--- src/hdl/erl_defs.vh ---
/*
  Constants of the event response and log state unit: register offsets,
  field positions, reset values, state codes and timing counts.
  Assumes inclusion by bare name from the unit's design file.
*/
`ifndef ERL_DEFS_VH
`define ERL_DEFS_VH

`define ERL_NUM_EVT      8
`define ERL_NUM_MOD      7
`define ERL_NUM_RLY      4

// Register byte offsets
`define ERL_A_STATUS     12'h000
`define ERL_A_RESET      12'h004
`define ERL_A_STATES     12'h008
`define ERL_A_CFG_SEL    12'h00c
`define ERL_A_CFG_DATA   12'h010
`define ERL_A_TIMING     12'h014
`define ERL_A_RLY_MAP    12'h018
`define ERL_A_LOG_VIS    12'h01c

// Response bits of one configuration byte
`define ERL_R_WARN       0
`define ERL_R_HORN       1
`define ERL_R_SOFT       2
`define ERL_R_HARD       3
`define ERL_R_BRK1       4
`define ERL_R_BRK2       5
`define ERL_R_FPT        6
`define ERL_R_ACTONLY    7

// Select register fields
`define ERL_SEL_EDIT     8

// Per-event allowed response masks and reset configurations, event 7 down to event 0
`define ERL_ALLOWED      64'hff_ff_ff_ff_fe_fe_c3_c3
`define ERL_CFG_RST      64'h00_00_00_00_0c_0c_43_43

// Event states
`define ERL_S_NONE       2'h0
`define ERL_S_PRESENT    2'h1
`define ERL_S_ACTIVE     2'h2
`define ERL_S_INACTIVE   2'h3

// Relay functions
`define ERL_F_OFF        2'h0
`define ERL_F_HORN       2'h1
`define ERL_F_BRK1       2'h2
`define ERL_F_BRK2       2'h3

// Timing
`define ERL_CLK_HZ       25000000
`define ERL_TICK_S       1
`define ERL_TICK_CYCLES  (`ERL_CLK_HZ * `ERL_TICK_S)
`define ERL_TIMING_RST   16'h0a_05

`endif

--- src/hdl/erl_event_unit.v ---
/*
  Event response and log state unit of a generator set controller.
  Tracks locally generated events, applies their configured responses
  and reports which module logs are visible, all behind an APB slave.
  Assumes synchronous inputs on CLOCK and a synchronous active-high RESET.
*/
// Added by the designer: the APB register port and the register addresses.
`include "erl_defs.vh"

// Notes on behaviour
// Each local event entry is present, active or inactive, nothing else.
// While its condition holds an event stays present and resets are refused.
// A cleared non-warning event latches active and inhibits restart until reset; here only soft or hard shutdown events latch.
// Warning events go present to inactive on clearing, never active.
// Inactive entries are history only, with no effect on outputs.
// Response configuration is editable only in stop mode; view is default.
// Warning response logs a warning and lights amber, engine keeps running.
// Audible alert drives every horn-assigned output; none assigned means nothing.
// Audible alert is refused unless warning or shutdown is also enabled.
// Soft shutdown logs, lights red, stops engine after cooldown expires.
// Immediate_stop_response logs, stops engine at once, lights red.
// Two breaker trips each drive their own signal to assigned outputs.
// Fault-protection gated events are suppressed unless running and timer expired.
// Active-only events log informationally and vanish when condition clears; here those with soft or hard shutdown latch active.
// Each event accepts only its own allowed subset of responses.
// A module log is visible only when attached and communicating.
// The local log stores only locally generated events.
// External modules refuse reset-all while the cause persists.
// Fault protection timer starts at crank terminate, expires after its delay.
// Event resets are honoured only in stop mode.
// An accepted reset moves an active event to inactive, freeing restart.
module erl_event_unit #(
  parameter TICK_CYCLES = `ERL_TICK_CYCLES
) (
  // Clock and reset
  input  wire        CLOCK,
  input  wire        RESET,
  // APB slave
  input  wire        PSEL,
  input  wire        PENABLE,
  input  wire        PWRITE,
  input  wire [11:0] PADDR,
  input  wire [31:0] PWDATA,
  output reg  [31:0] PRDATA,
  output reg         PREADY,
  output reg         PSLVERR,
  // Engine and condition inputs
  input  wire [7:0]  EVENT_COND,
  input  wire        ENGINE_CONTROL_SWITCH_STOP,
  input  wire        ENGINE_RUNNING,
  input  wire        CRANK_TERMINATE,
  // Expansion modules on the data links
  input  wire [6:0]  MODULE_ATTACHED,
  input  wire [6:0]  MODULE_COMMUNICATING,
  // Indicators and actuators
  output reg         AMBER_LED,
  output reg         RED_LED,
  output reg  [3:0]  RELAY_OUT,
  output reg         ENGINE_STOP,
  output reg         RESTART_INHIBIT,
  output reg         BREAKER1_TRIP,
  output reg         BREAKER2_TRIP,
  output reg  [6:0]  LOG_VISIBLE
);

  localparam [31:0] TICK_LAST_W = TICK_CYCLES - 1;
  localparam [24:0] TICK_LAST   = TICK_LAST_W[24:0];

  reg  [15:0] state_q;
  reg  [63:0] cfg_q;
  reg  [8:0]  sel_q;
  reg  [15:0] timing_q;
  reg  [7:0]  rly_map_q;
  reg  [24:0] tick_cnt_q;
  reg         tick_q;
  reg  [7:0]  fpt_cnt_q;
  reg         fpt_run_q;
  reg         fpt_done_q;
  reg         crank_q;
  reg  [7:0]  cool_cnt_q;
  reg         cool_run_q;
  reg         reset_refused_q;
  reg         cfg_rejected_q;

  reg  [15:0] state_d;
  reg  [7:0]  qual;
  reg  [7:0]  rst_req;
  reg         any_warn;
  reg         any_horn;
  reg         any_soft;
  reg         any_hard;
  reg         any_brk1;
  reg         any_brk2;
  reg         any_active;
  reg         any_shut;
  reg  [7:0]  c;
  reg  [1:0]  s;
  integer     i;
  integer     j;
  integer     k;

  wire        setup   = PSEL & ~PENABLE;
  wire        wr_acc  = PSEL & PENABLE & PREADY & PWRITE;
  wire [2:0]  sel_idx = sel_q[2:0];
  wire [7:0]  cfg_sel = cfg_q[sel_idx*8 +: 8];
  wire [63:0] allow_all = `ERL_ALLOWED >> {sel_idx, 3'h0};
  wire [7:0]  allow   = allow_all[7:0];

  // An event in force affects the engine; inactive ones never do
  function in_force;
    input [1:0] st;
    begin
      in_force = (st == `ERL_S_PRESENT) || (st == `ERL_S_ACTIVE);
    end
  endfunction

  function mapped;
    input [11:0] a;
    begin
      mapped = (a[1:0] == 2'h0) && (a[11:5] == 7'h00);
    end
  endfunction

  // Event state machines and response gathering
  always @* begin
    state_d    = state_q;
    qual       = 8'h00;
    rst_req    = 8'h00;
    any_warn   = 1'b0;
    any_horn   = 1'b0;
    any_soft   = 1'b0;
    any_hard   = 1'b0;
    any_brk1   = 1'b0;
    any_brk2   = 1'b0;
    any_active = 1'b0;
    c          = 8'h00;
    s          = `ERL_S_NONE;
    if (wr_acc && PADDR == `ERL_A_RESET && ENGINE_CONTROL_SWITCH_STOP) begin
      rst_req = PWDATA[7:0];
    end
    for (i = 0; i < `ERL_NUM_EVT; i = i + 1) begin
      c = cfg_q[i*8 +: 8];
      s = state_q[i*2 +: 2];
      qual[i] = EVENT_COND[i] &
                (~c[`ERL_R_FPT] | (ENGINE_RUNNING & fpt_done_q));
      case (s)
        `ERL_S_NONE, `ERL_S_INACTIVE: begin
          if (qual[i]) begin
            state_d[i*2 +: 2] = `ERL_S_PRESENT;
          end
        end
        `ERL_S_PRESENT: begin
          if (!qual[i]) begin
            if (c[`ERL_R_ACTONLY] && !(c[`ERL_R_SOFT] | c[`ERL_R_HARD])) begin
              state_d[i*2 +: 2] = `ERL_S_NONE;
            end else if (c[`ERL_R_SOFT] | c[`ERL_R_HARD]) begin
              state_d[i*2 +: 2] = `ERL_S_ACTIVE;
            end else begin
              state_d[i*2 +: 2] = `ERL_S_INACTIVE;
            end
          end
        end
        `ERL_S_ACTIVE: begin
          if (qual[i]) begin
            state_d[i*2 +: 2] = `ERL_S_PRESENT;
          end else if (rst_req[i]) begin
            state_d[i*2 +: 2] = `ERL_S_INACTIVE;
          end
        end
        default: begin
          state_d[i*2 +: 2] = `ERL_S_NONE;
        end
      endcase
      if (in_force(s)) begin
        any_warn = any_warn | (c[`ERL_R_WARN] & (s == `ERL_S_PRESENT));
        any_horn = any_horn | (c[`ERL_R_HORN] & (s == `ERL_S_PRESENT));
        any_soft = any_soft | c[`ERL_R_SOFT];
        any_hard = any_hard | c[`ERL_R_HARD];
        any_brk1 = any_brk1 | c[`ERL_R_BRK1];
        any_brk2 = any_brk2 | c[`ERL_R_BRK2];
      end
      any_active = any_active | (s == `ERL_S_ACTIVE);
    end
    any_shut = any_soft | any_hard;
  end

  // One-second tick, the only slow rate in the block
  always @(posedge CLOCK) begin
    if (RESET) begin
      tick_cnt_q <= 25'h0000000;
      tick_q     <= 1'b0;
    end else begin
      tick_q <= (tick_cnt_q == TICK_LAST);
      if (tick_cnt_q == TICK_LAST) begin
        tick_cnt_q <= 25'h0000000;
      end else begin
        tick_cnt_q <= tick_cnt_q + 25'h0000001;
      end
    end
  end

  // Fault protection timer and cooldown
  always @(posedge CLOCK) begin
    if (RESET) begin
      crank_q    <= 1'b0;
      fpt_run_q  <= 1'b0;
      fpt_done_q <= 1'b0;
      fpt_cnt_q  <= 8'h00;
      cool_run_q <= 1'b0;
      cool_cnt_q <= 8'h00;
    end else begin
      crank_q <= CRANK_TERMINATE;
      if (!ENGINE_RUNNING) begin
        fpt_run_q  <= 1'b0;
        fpt_done_q <= 1'b0;
      end else if (CRANK_TERMINATE && !crank_q && !fpt_run_q && !fpt_done_q) begin
        fpt_run_q <= 1'b1;
        fpt_cnt_q <= timing_q[15:8];
      end else if (fpt_run_q && tick_q) begin
        if (fpt_cnt_q <= 8'h01) begin
          fpt_run_q  <= 1'b0;
          fpt_done_q <= 1'b1;
        end else begin
          fpt_cnt_q <= fpt_cnt_q - 8'h01;
        end
      end
      // Cooldown is dropped if the shutdown cause goes away first
      if (!any_soft || any_hard) begin
        cool_run_q <= 1'b0;
      end else if (!cool_run_q && !ENGINE_STOP) begin
        cool_run_q <= 1'b1;
        cool_cnt_q <= timing_q[7:0];
      end else if (cool_run_q && tick_q && cool_cnt_q != 8'h00) begin
        cool_cnt_q <= cool_cnt_q - 8'h01;
      end
    end
  end

  // Outputs, all registered
  always @(posedge CLOCK) begin
    if (RESET) begin
      AMBER_LED       <= 1'b0;
      RED_LED         <= 1'b0;
      RELAY_OUT       <= 4'h0;
      ENGINE_STOP     <= 1'b0;
      RESTART_INHIBIT <= 1'b0;
      BREAKER1_TRIP   <= 1'b0;
      BREAKER2_TRIP   <= 1'b0;
      LOG_VISIBLE     <= 7'h00;
    end else begin
      AMBER_LED       <= any_warn;
      RED_LED         <= any_shut;
      RESTART_INHIBIT <= any_active | any_shut;
      BREAKER1_TRIP   <= any_brk1;
      BREAKER2_TRIP   <= any_brk2;
      if (!any_shut) begin
        ENGINE_STOP <= 1'b0;
      end else if (any_hard) begin
        ENGINE_STOP <= 1'b1;
      end else if (cool_run_q && cool_cnt_q == 8'h00) begin
        ENGINE_STOP <= 1'b1;
      end
      for (j = 0; j < `ERL_NUM_RLY; j = j + 1) begin
        case (rly_map_q[j*2 +: 2])
          `ERL_F_HORN: RELAY_OUT[j] <= any_horn;
          `ERL_F_BRK1: RELAY_OUT[j] <= any_brk1;
          `ERL_F_BRK2: RELAY_OUT[j] <= any_brk2;
          default:     RELAY_OUT[j] <= 1'b0;
        endcase
      end
      // Local log only ever holds this unit's own events
      LOG_VISIBLE <= MODULE_ATTACHED & MODULE_COMMUNICATING;
    end
  end

  // Register file and event states
  always @(posedge CLOCK) begin
    if (RESET) begin
      state_q         <= 16'h0000;
      cfg_q           <= `ERL_CFG_RST;
      sel_q           <= 9'h000;
      timing_q        <= `ERL_TIMING_RST;
      rly_map_q       <= 8'h00;
      reset_refused_q <= 1'b0;
      cfg_rejected_q  <= 1'b0;
      PRDATA          <= 32'h00000000;
      PREADY          <= 1'b0;
      PSLVERR         <= 1'b0;
    end else begin
      state_q <= state_d;
      // No wait state; read data is registered during the setup cycle
      PREADY  <= setup;
      PSLVERR <= setup & ~mapped(PADDR);
      if (setup) begin
        case (PADDR)
          `ERL_A_STATUS:   PRDATA <= {26'h0, cfg_rejected_q, reset_refused_q,
                                      cool_run_q, fpt_done_q, fpt_run_q,
                                      ENGINE_CONTROL_SWITCH_STOP};
          `ERL_A_STATES:   PRDATA <= {16'h0000, state_q};
          `ERL_A_CFG_SEL:  PRDATA <= {23'h000000, sel_q};
          `ERL_A_CFG_DATA: PRDATA <= {16'h0000, allow, cfg_sel};
          `ERL_A_TIMING:   PRDATA <= {16'h0000, timing_q};
          `ERL_A_RLY_MAP:  PRDATA <= {24'h000000, rly_map_q};
          `ERL_A_LOG_VIS:  PRDATA <= {25'h0000000, LOG_VISIBLE};
          default:         PRDATA <= 32'h00000000;
        endcase
      end
      if (wr_acc) begin
        case (PADDR)
          `ERL_A_STATUS: begin
            // Sticky flags: write one to clear
            reset_refused_q <= reset_refused_q & ~PWDATA[4];
            cfg_rejected_q  <= cfg_rejected_q & ~PWDATA[5];
          end
          `ERL_A_RESET: begin
            for (k = 0; k < `ERL_NUM_EVT; k = k + 1) begin
              if (PWDATA[k] && (state_q[k*2 +: 2] == `ERL_S_PRESENT ||
                  !ENGINE_CONTROL_SWITCH_STOP)) begin
                reset_refused_q <= 1'b1;
              end
            end
          end
          `ERL_A_CFG_SEL: sel_q <= {PWDATA[`ERL_SEL_EDIT], 5'h00, PWDATA[2:0]};
          `ERL_A_CFG_DATA: begin
            if (!ENGINE_CONTROL_SWITCH_STOP || !sel_q[`ERL_SEL_EDIT]) begin
              cfg_rejected_q <= 1'b1;
            end else if ((PWDATA[7:0] & ~allow) != 8'h00) begin
              cfg_rejected_q <= 1'b1;
            end else if (PWDATA[`ERL_R_HORN] && !(PWDATA[`ERL_R_WARN] |
                         PWDATA[`ERL_R_SOFT] | PWDATA[`ERL_R_HARD])) begin
              cfg_rejected_q <= 1'b1;
            end else begin
              cfg_q[sel_idx*8 +: 8] <= PWDATA[7:0];
            end
          end
          `ERL_A_TIMING:  timing_q  <= PWDATA[15:0];
          `ERL_A_RLY_MAP: rly_map_q <= PWDATA[7:0];
          default: ;
        endcase
      end
    end
  end

endmodule // erl_event_unit

--- config.mk ---
export PLATFORM = sky130hd
export DESIGN_NAME = erl_event_unit
export DESIGN_NICKNAME = d
export VERILOG_FILES = /design/src/hdl/erl_event_unit.v
export VERILOG_INCLUDE_DIRS = /design/src /design/src/hdl
export SDC_FILE = /design/constraint.sdc
export NUM_CORES = 1
export LEC_CHECK = 0
export ABC_AREA = 1
export BUFFER_PORTS_ARGS = -buffer_cell sky130_fd_sc_hd__buf_2
export CAP_MARGIN = 10
export CORE_MARGIN = 5
export CORE_UTILIZATION = 59
export CTS_CLUSTER_SIZE = 20
export DETAILED_ROUTE_END_ITERATION = 8
export GPL_TIMING_DRIVEN = 1
export PLACE_DENSITY_LB_ADDON = 0.12
export SLEW_MARGIN = 20
export SYNTH_ARGS = -nofsm -noshare
export SYNTH_HDL_FRONTEND = slang
export SYNTH_SLANG_ARGS = --single-unit
--- constraint.sdc ---
create_clock -name CLOCK -period 2.55 [get_ports CLOCK]
set_clock_uncertainty 0.15 [all_clocks]
set_input_delay 0.1275 -clock CLOCK [delete_from_list [all_inputs] [get_ports CLOCK]]
set_output_delay 0.1275 -clock CLOCK [all_outputs]
set_load 0.01 [all_outputs]
==> impl_results.md <==
* Result of the run: finished clean
* Postcts setup bufs at 0
* Post-synthesis average cell area at 6.59 um2
* Port Buf Inserts at 92
* Area grow syn2layout at 15.0%
* Worst slew pin tran at 1.03 ns
* Fraction of layout cells with a size suffix above 1 at 13.2%
* Initial DRT Pass Iterations at 7
* Net switching power at roughly 3.6 mW
* TritonCTS Sinks at 191
* Worst hold path type: input pin to register
* Stage delay of the slowest cell on the critical path at around 0.42 ns
* CP Cell Sequence: inv_2, ha_2, ha_1, buf_4, nor4_2, nand3_2, nand2_1, o211ai_2
* Portion of total power attributed to combinational logic at roughly a third
* Crit path DAT at 2.63 ns
* Starting density of the core at 59.5%
* Kind of launch point of the worst setup path: register
* Count of flip-flops with a built-in enable after synthesis at 0
* TritonCTS clock tree: done
* Crit path required time at ~2.7 ns
* Number of DRC violations after detailed-routing iteration 0 at 1,666
* Post-synthesis sequential element count at 191
* Max transition margin at 31.3%
* Clock power share at 30.3%
* Core area at approximately 19,000 um2
* Drt wl/cell at 18.9 um
* Buffer cell driving the clock tree root: sky130_fd_sc_hd__clkbuf_16
* Maximum clock path buffer count at 2
* Internal power at approximately 5.8 mW
* Number of design rule violations left after detail routing at 0
* Via count of the first global-routing pass at 11,000
* RSZ-0062 raised after global routing: true
* Total routing resource utilization after global routing at 34.6%
* PwrDens at 736 nW/um2
* Count of different cell masters after synthesis at 50
* WL final at 38.8 mm
* Top fanout value on the critical path at 18
* Static Leakage at roughly 5.4 nW
* Max rail drop VDD at 0.000656 V
* Crit-path slowest cell: sky130_fd_sc_hd__dfxtp_1
* Worst slack at placement at 0.0374 ns
* Fin nets at 1,903
* Sw Ratio at 38.3%
* Routability congestion estimate at 1.07
* Total half-perimeter wirelength after legalization and detailed placement at 28.4 mm
* Number of pins with negative max-slew slack in the final report at 0
* Minimum clock period at 2.46 ns
* Largest net degree at the start of global routing at around 90
* Antenna violations before repair at 1
* First element of the critical path: sel_q[1]$_SDFFE_PP0P_
* Detailed-route vias per instance at 6.01
* Count of antenna-violating nets left after detailed routing at 0
* Number of H-tree levels at 4
* Sequential share of the synthesized area at 34.5%
* Yosys warning total at 0
* Top-level I/O count at around 130
* Finished Core Util at around two thirds
* Final Power at around 9.4 mW
* Clock transition at the registers of the reported paths at 0.07 ns
* Launch instance of the worst min-delay path: PENABLE
* Number of vias in the routed layout at 12,300
* Count of endpoints failing setup in the final report at 0
* X dimension of the die at 147 um
* Cell count after synthesis at 1,685
* Overflow left after global routing at 0
* Die ar. at roughly 22,000 um2
* Overall die height at 147 um
* Final clock period utilization by the worst path at 96.6%
* Reported max-cap violation count at 0
* Origin of the critical flop-to-flop path: sel_q[1]$_SDFFE_PP0P_
* Final hold violations at 0
* Critical Setup Path Class: register to register
* Maximum clock frequency at 406 MHz
* Clock buffer count from CTS at 17
* Num rows at 50
* Async set-or-reset flop fraction in the synthesized netlist at 0%
* CP endpoint kind: register
* Clk_lat worst skew at approximately 0.44 ns
* Total standard cell area after synthesis at 11,100 um2
* Predominant post-synthesis flop cell: sky130_fd_sc_hd__dfxtp_1
* Part of the power in registers at between 30% and 40%
* First-pass GRT wire length at 59.5 mm
* Setup slack of the critical path after layout at 0.0878 ns
-- routing by layer --
| metal | vias up | part of all wire (%) | GRT usage, % |
|---|---|---|---|
| met5 | - | 0 | 0 |
| li1 | 5813 | - | - |
| met2 | 773 | 44 | 54.5 |
| met3 | 133 | 12 | 7.31 |
| met1 | 5622 | 40 | 46.5 |
| met4 | 0 | 4.2 | 13.8 |
-- stage by stage --
stage / std cells / hold WS [ns] / area, um2 / setup TNS, ns
2_1_floorplan: 1700 / 0.0845 / 11200 / 0
3_3_place_gp: 1988 / 0.189 / 11800 / 0
3_5_place_dp: 1988 / 0.199 / 11800 / 0
4_1_cts: 2053 / 0.0300 / 12700 / 0
5_1_grt: 2054 / 0.0667 / 12800 / -0.0435
6_report: 2055 / 0.0591 / 12800 / 0
-- cells by family (layout without fill, tap and decap cells) --
group                      after synthesis  in the layout  synth area share [%]
AOI/OAI and AO/OA                      305            305                  15.1
other                                    1             17                0.0338
and+or+nand+nor                        880            881                  36.1
DFF                                    191            191                  34.5
buffers and inverters                  270            389                  10.6
adders and majority gates               22             22                  2.48
xor gates and xnor gates                16             16                  1.26
-- sequential cells by signal, indices dropped and copies added, names as in the netlist, 8 cells and up --
register    count
state_q        16
PRDATA         16
rly_map_q       8
tick_cnt_q     25
fpt_cnt_q       8
cfg_q          64
timing_q       16
cool_cnt_q      8
-- cell usage in the layout (no fill, tap or decap), drive strengths merged --
cell type,n
xor2,12
and2,4
a21oi,144
a21boi,6
a31oi,10
clkinvlp,1
nand4,79
nor4,10
diode,1
o2111ai,1
a211oi,8
ha,22
clkinv,7
a311oi,3
dfxtp,191
or3,1
nand2,391
buf,138
xnor2,4
conb,16
nor3,41
o211ai,17
and3,1
nor2,211
nand3b,1
a221oi,1
nand3,135
o221ai,1
or2,7
o21ai,105
bufinv,2
o22ai,9
clkbuf,17
inv,191
dlygate4sd3,33
-- power by group through the flow --
stage	clock [mW]	sequential (mW)	combinational (mW)
4_1_cts	2.85	3.40	3.03
3_5_place_dp	0	3.47	2.96
3_3_place_gp	0	3.47	2.92
6_report	2.84	3.41	3.14
2_1_floorplan	0	3.43	2.03
5_1_grt	2.98	3.44	3.44
-- repair_timing --
| action | 4_1_cts | 5_1_grt |
|---|---|---|
| endpoints found under the hold margin | 28 | 0 |
| setup endpoints to repair | 0 | 39 |
| hold buffers | 33 | 0 |
| resized for setup | 0 | 5 |
-- worst max-delay path, delay by kind of cell (launching register included) --
kind	cells	cell delay [ns]
compound gates	1	0.09
fa+ha+maj	2	0.50
buf+inv	2	0.35
flops	1	0.42
simple gates	3	0.82
-- synth_stat cells, drive strengths merged (3+ instances only) --
library cell  number  area [um2]
a31oi             10        62.6
buf               53         362
xnor2              4        35.0
dfxtp            191        3820
a21boi             6        45.0
nand3            135         751
clkinv             3        12.5
a21oi            144         724
and2               4        25.0
nand2            391        1480
nand4             79         507
inv              183         689
clkbuf            31         118
a311oi             3        26.3
o22ai              9        56.3
a211oi             8        60.1
nor4              10        75.1
xor2              12         105
o21ai            105         529
nor2             210         886
or2                7        43.8
nor3              41         216
ha                22         275
o211ai            17         143
-- path summary, 6_finish.rpt --
| check | to | slack (ns) | cells after the start |
|---|---|---|---|
| max reg2reg | cfg_q[1]$_SDFFE_PP1P_ | 0.09 | 8 |
| max | cfg_q[1]$_SDFFE_PP1P_ | 0.09 | 8 |
| min reg2reg | tick_cnt_q[0]$_SDFF_PP0_ | 0.30 | 1 |
| min | PRDATA[0]$_SDFFE_PP0P_ | 0.06 | 5 |
-- layout make-up --
cell class,count,area (um2)
tap,234,293
fill,1635,5880
clock buffer,17,425
antenna,1,2.50
sequential,191,3820
inverter,186,702
multi-input combinational,1240,6170
timing repair buffer,171,1150
clock inverter,15,195
Power figures use the tool's default switching activity.
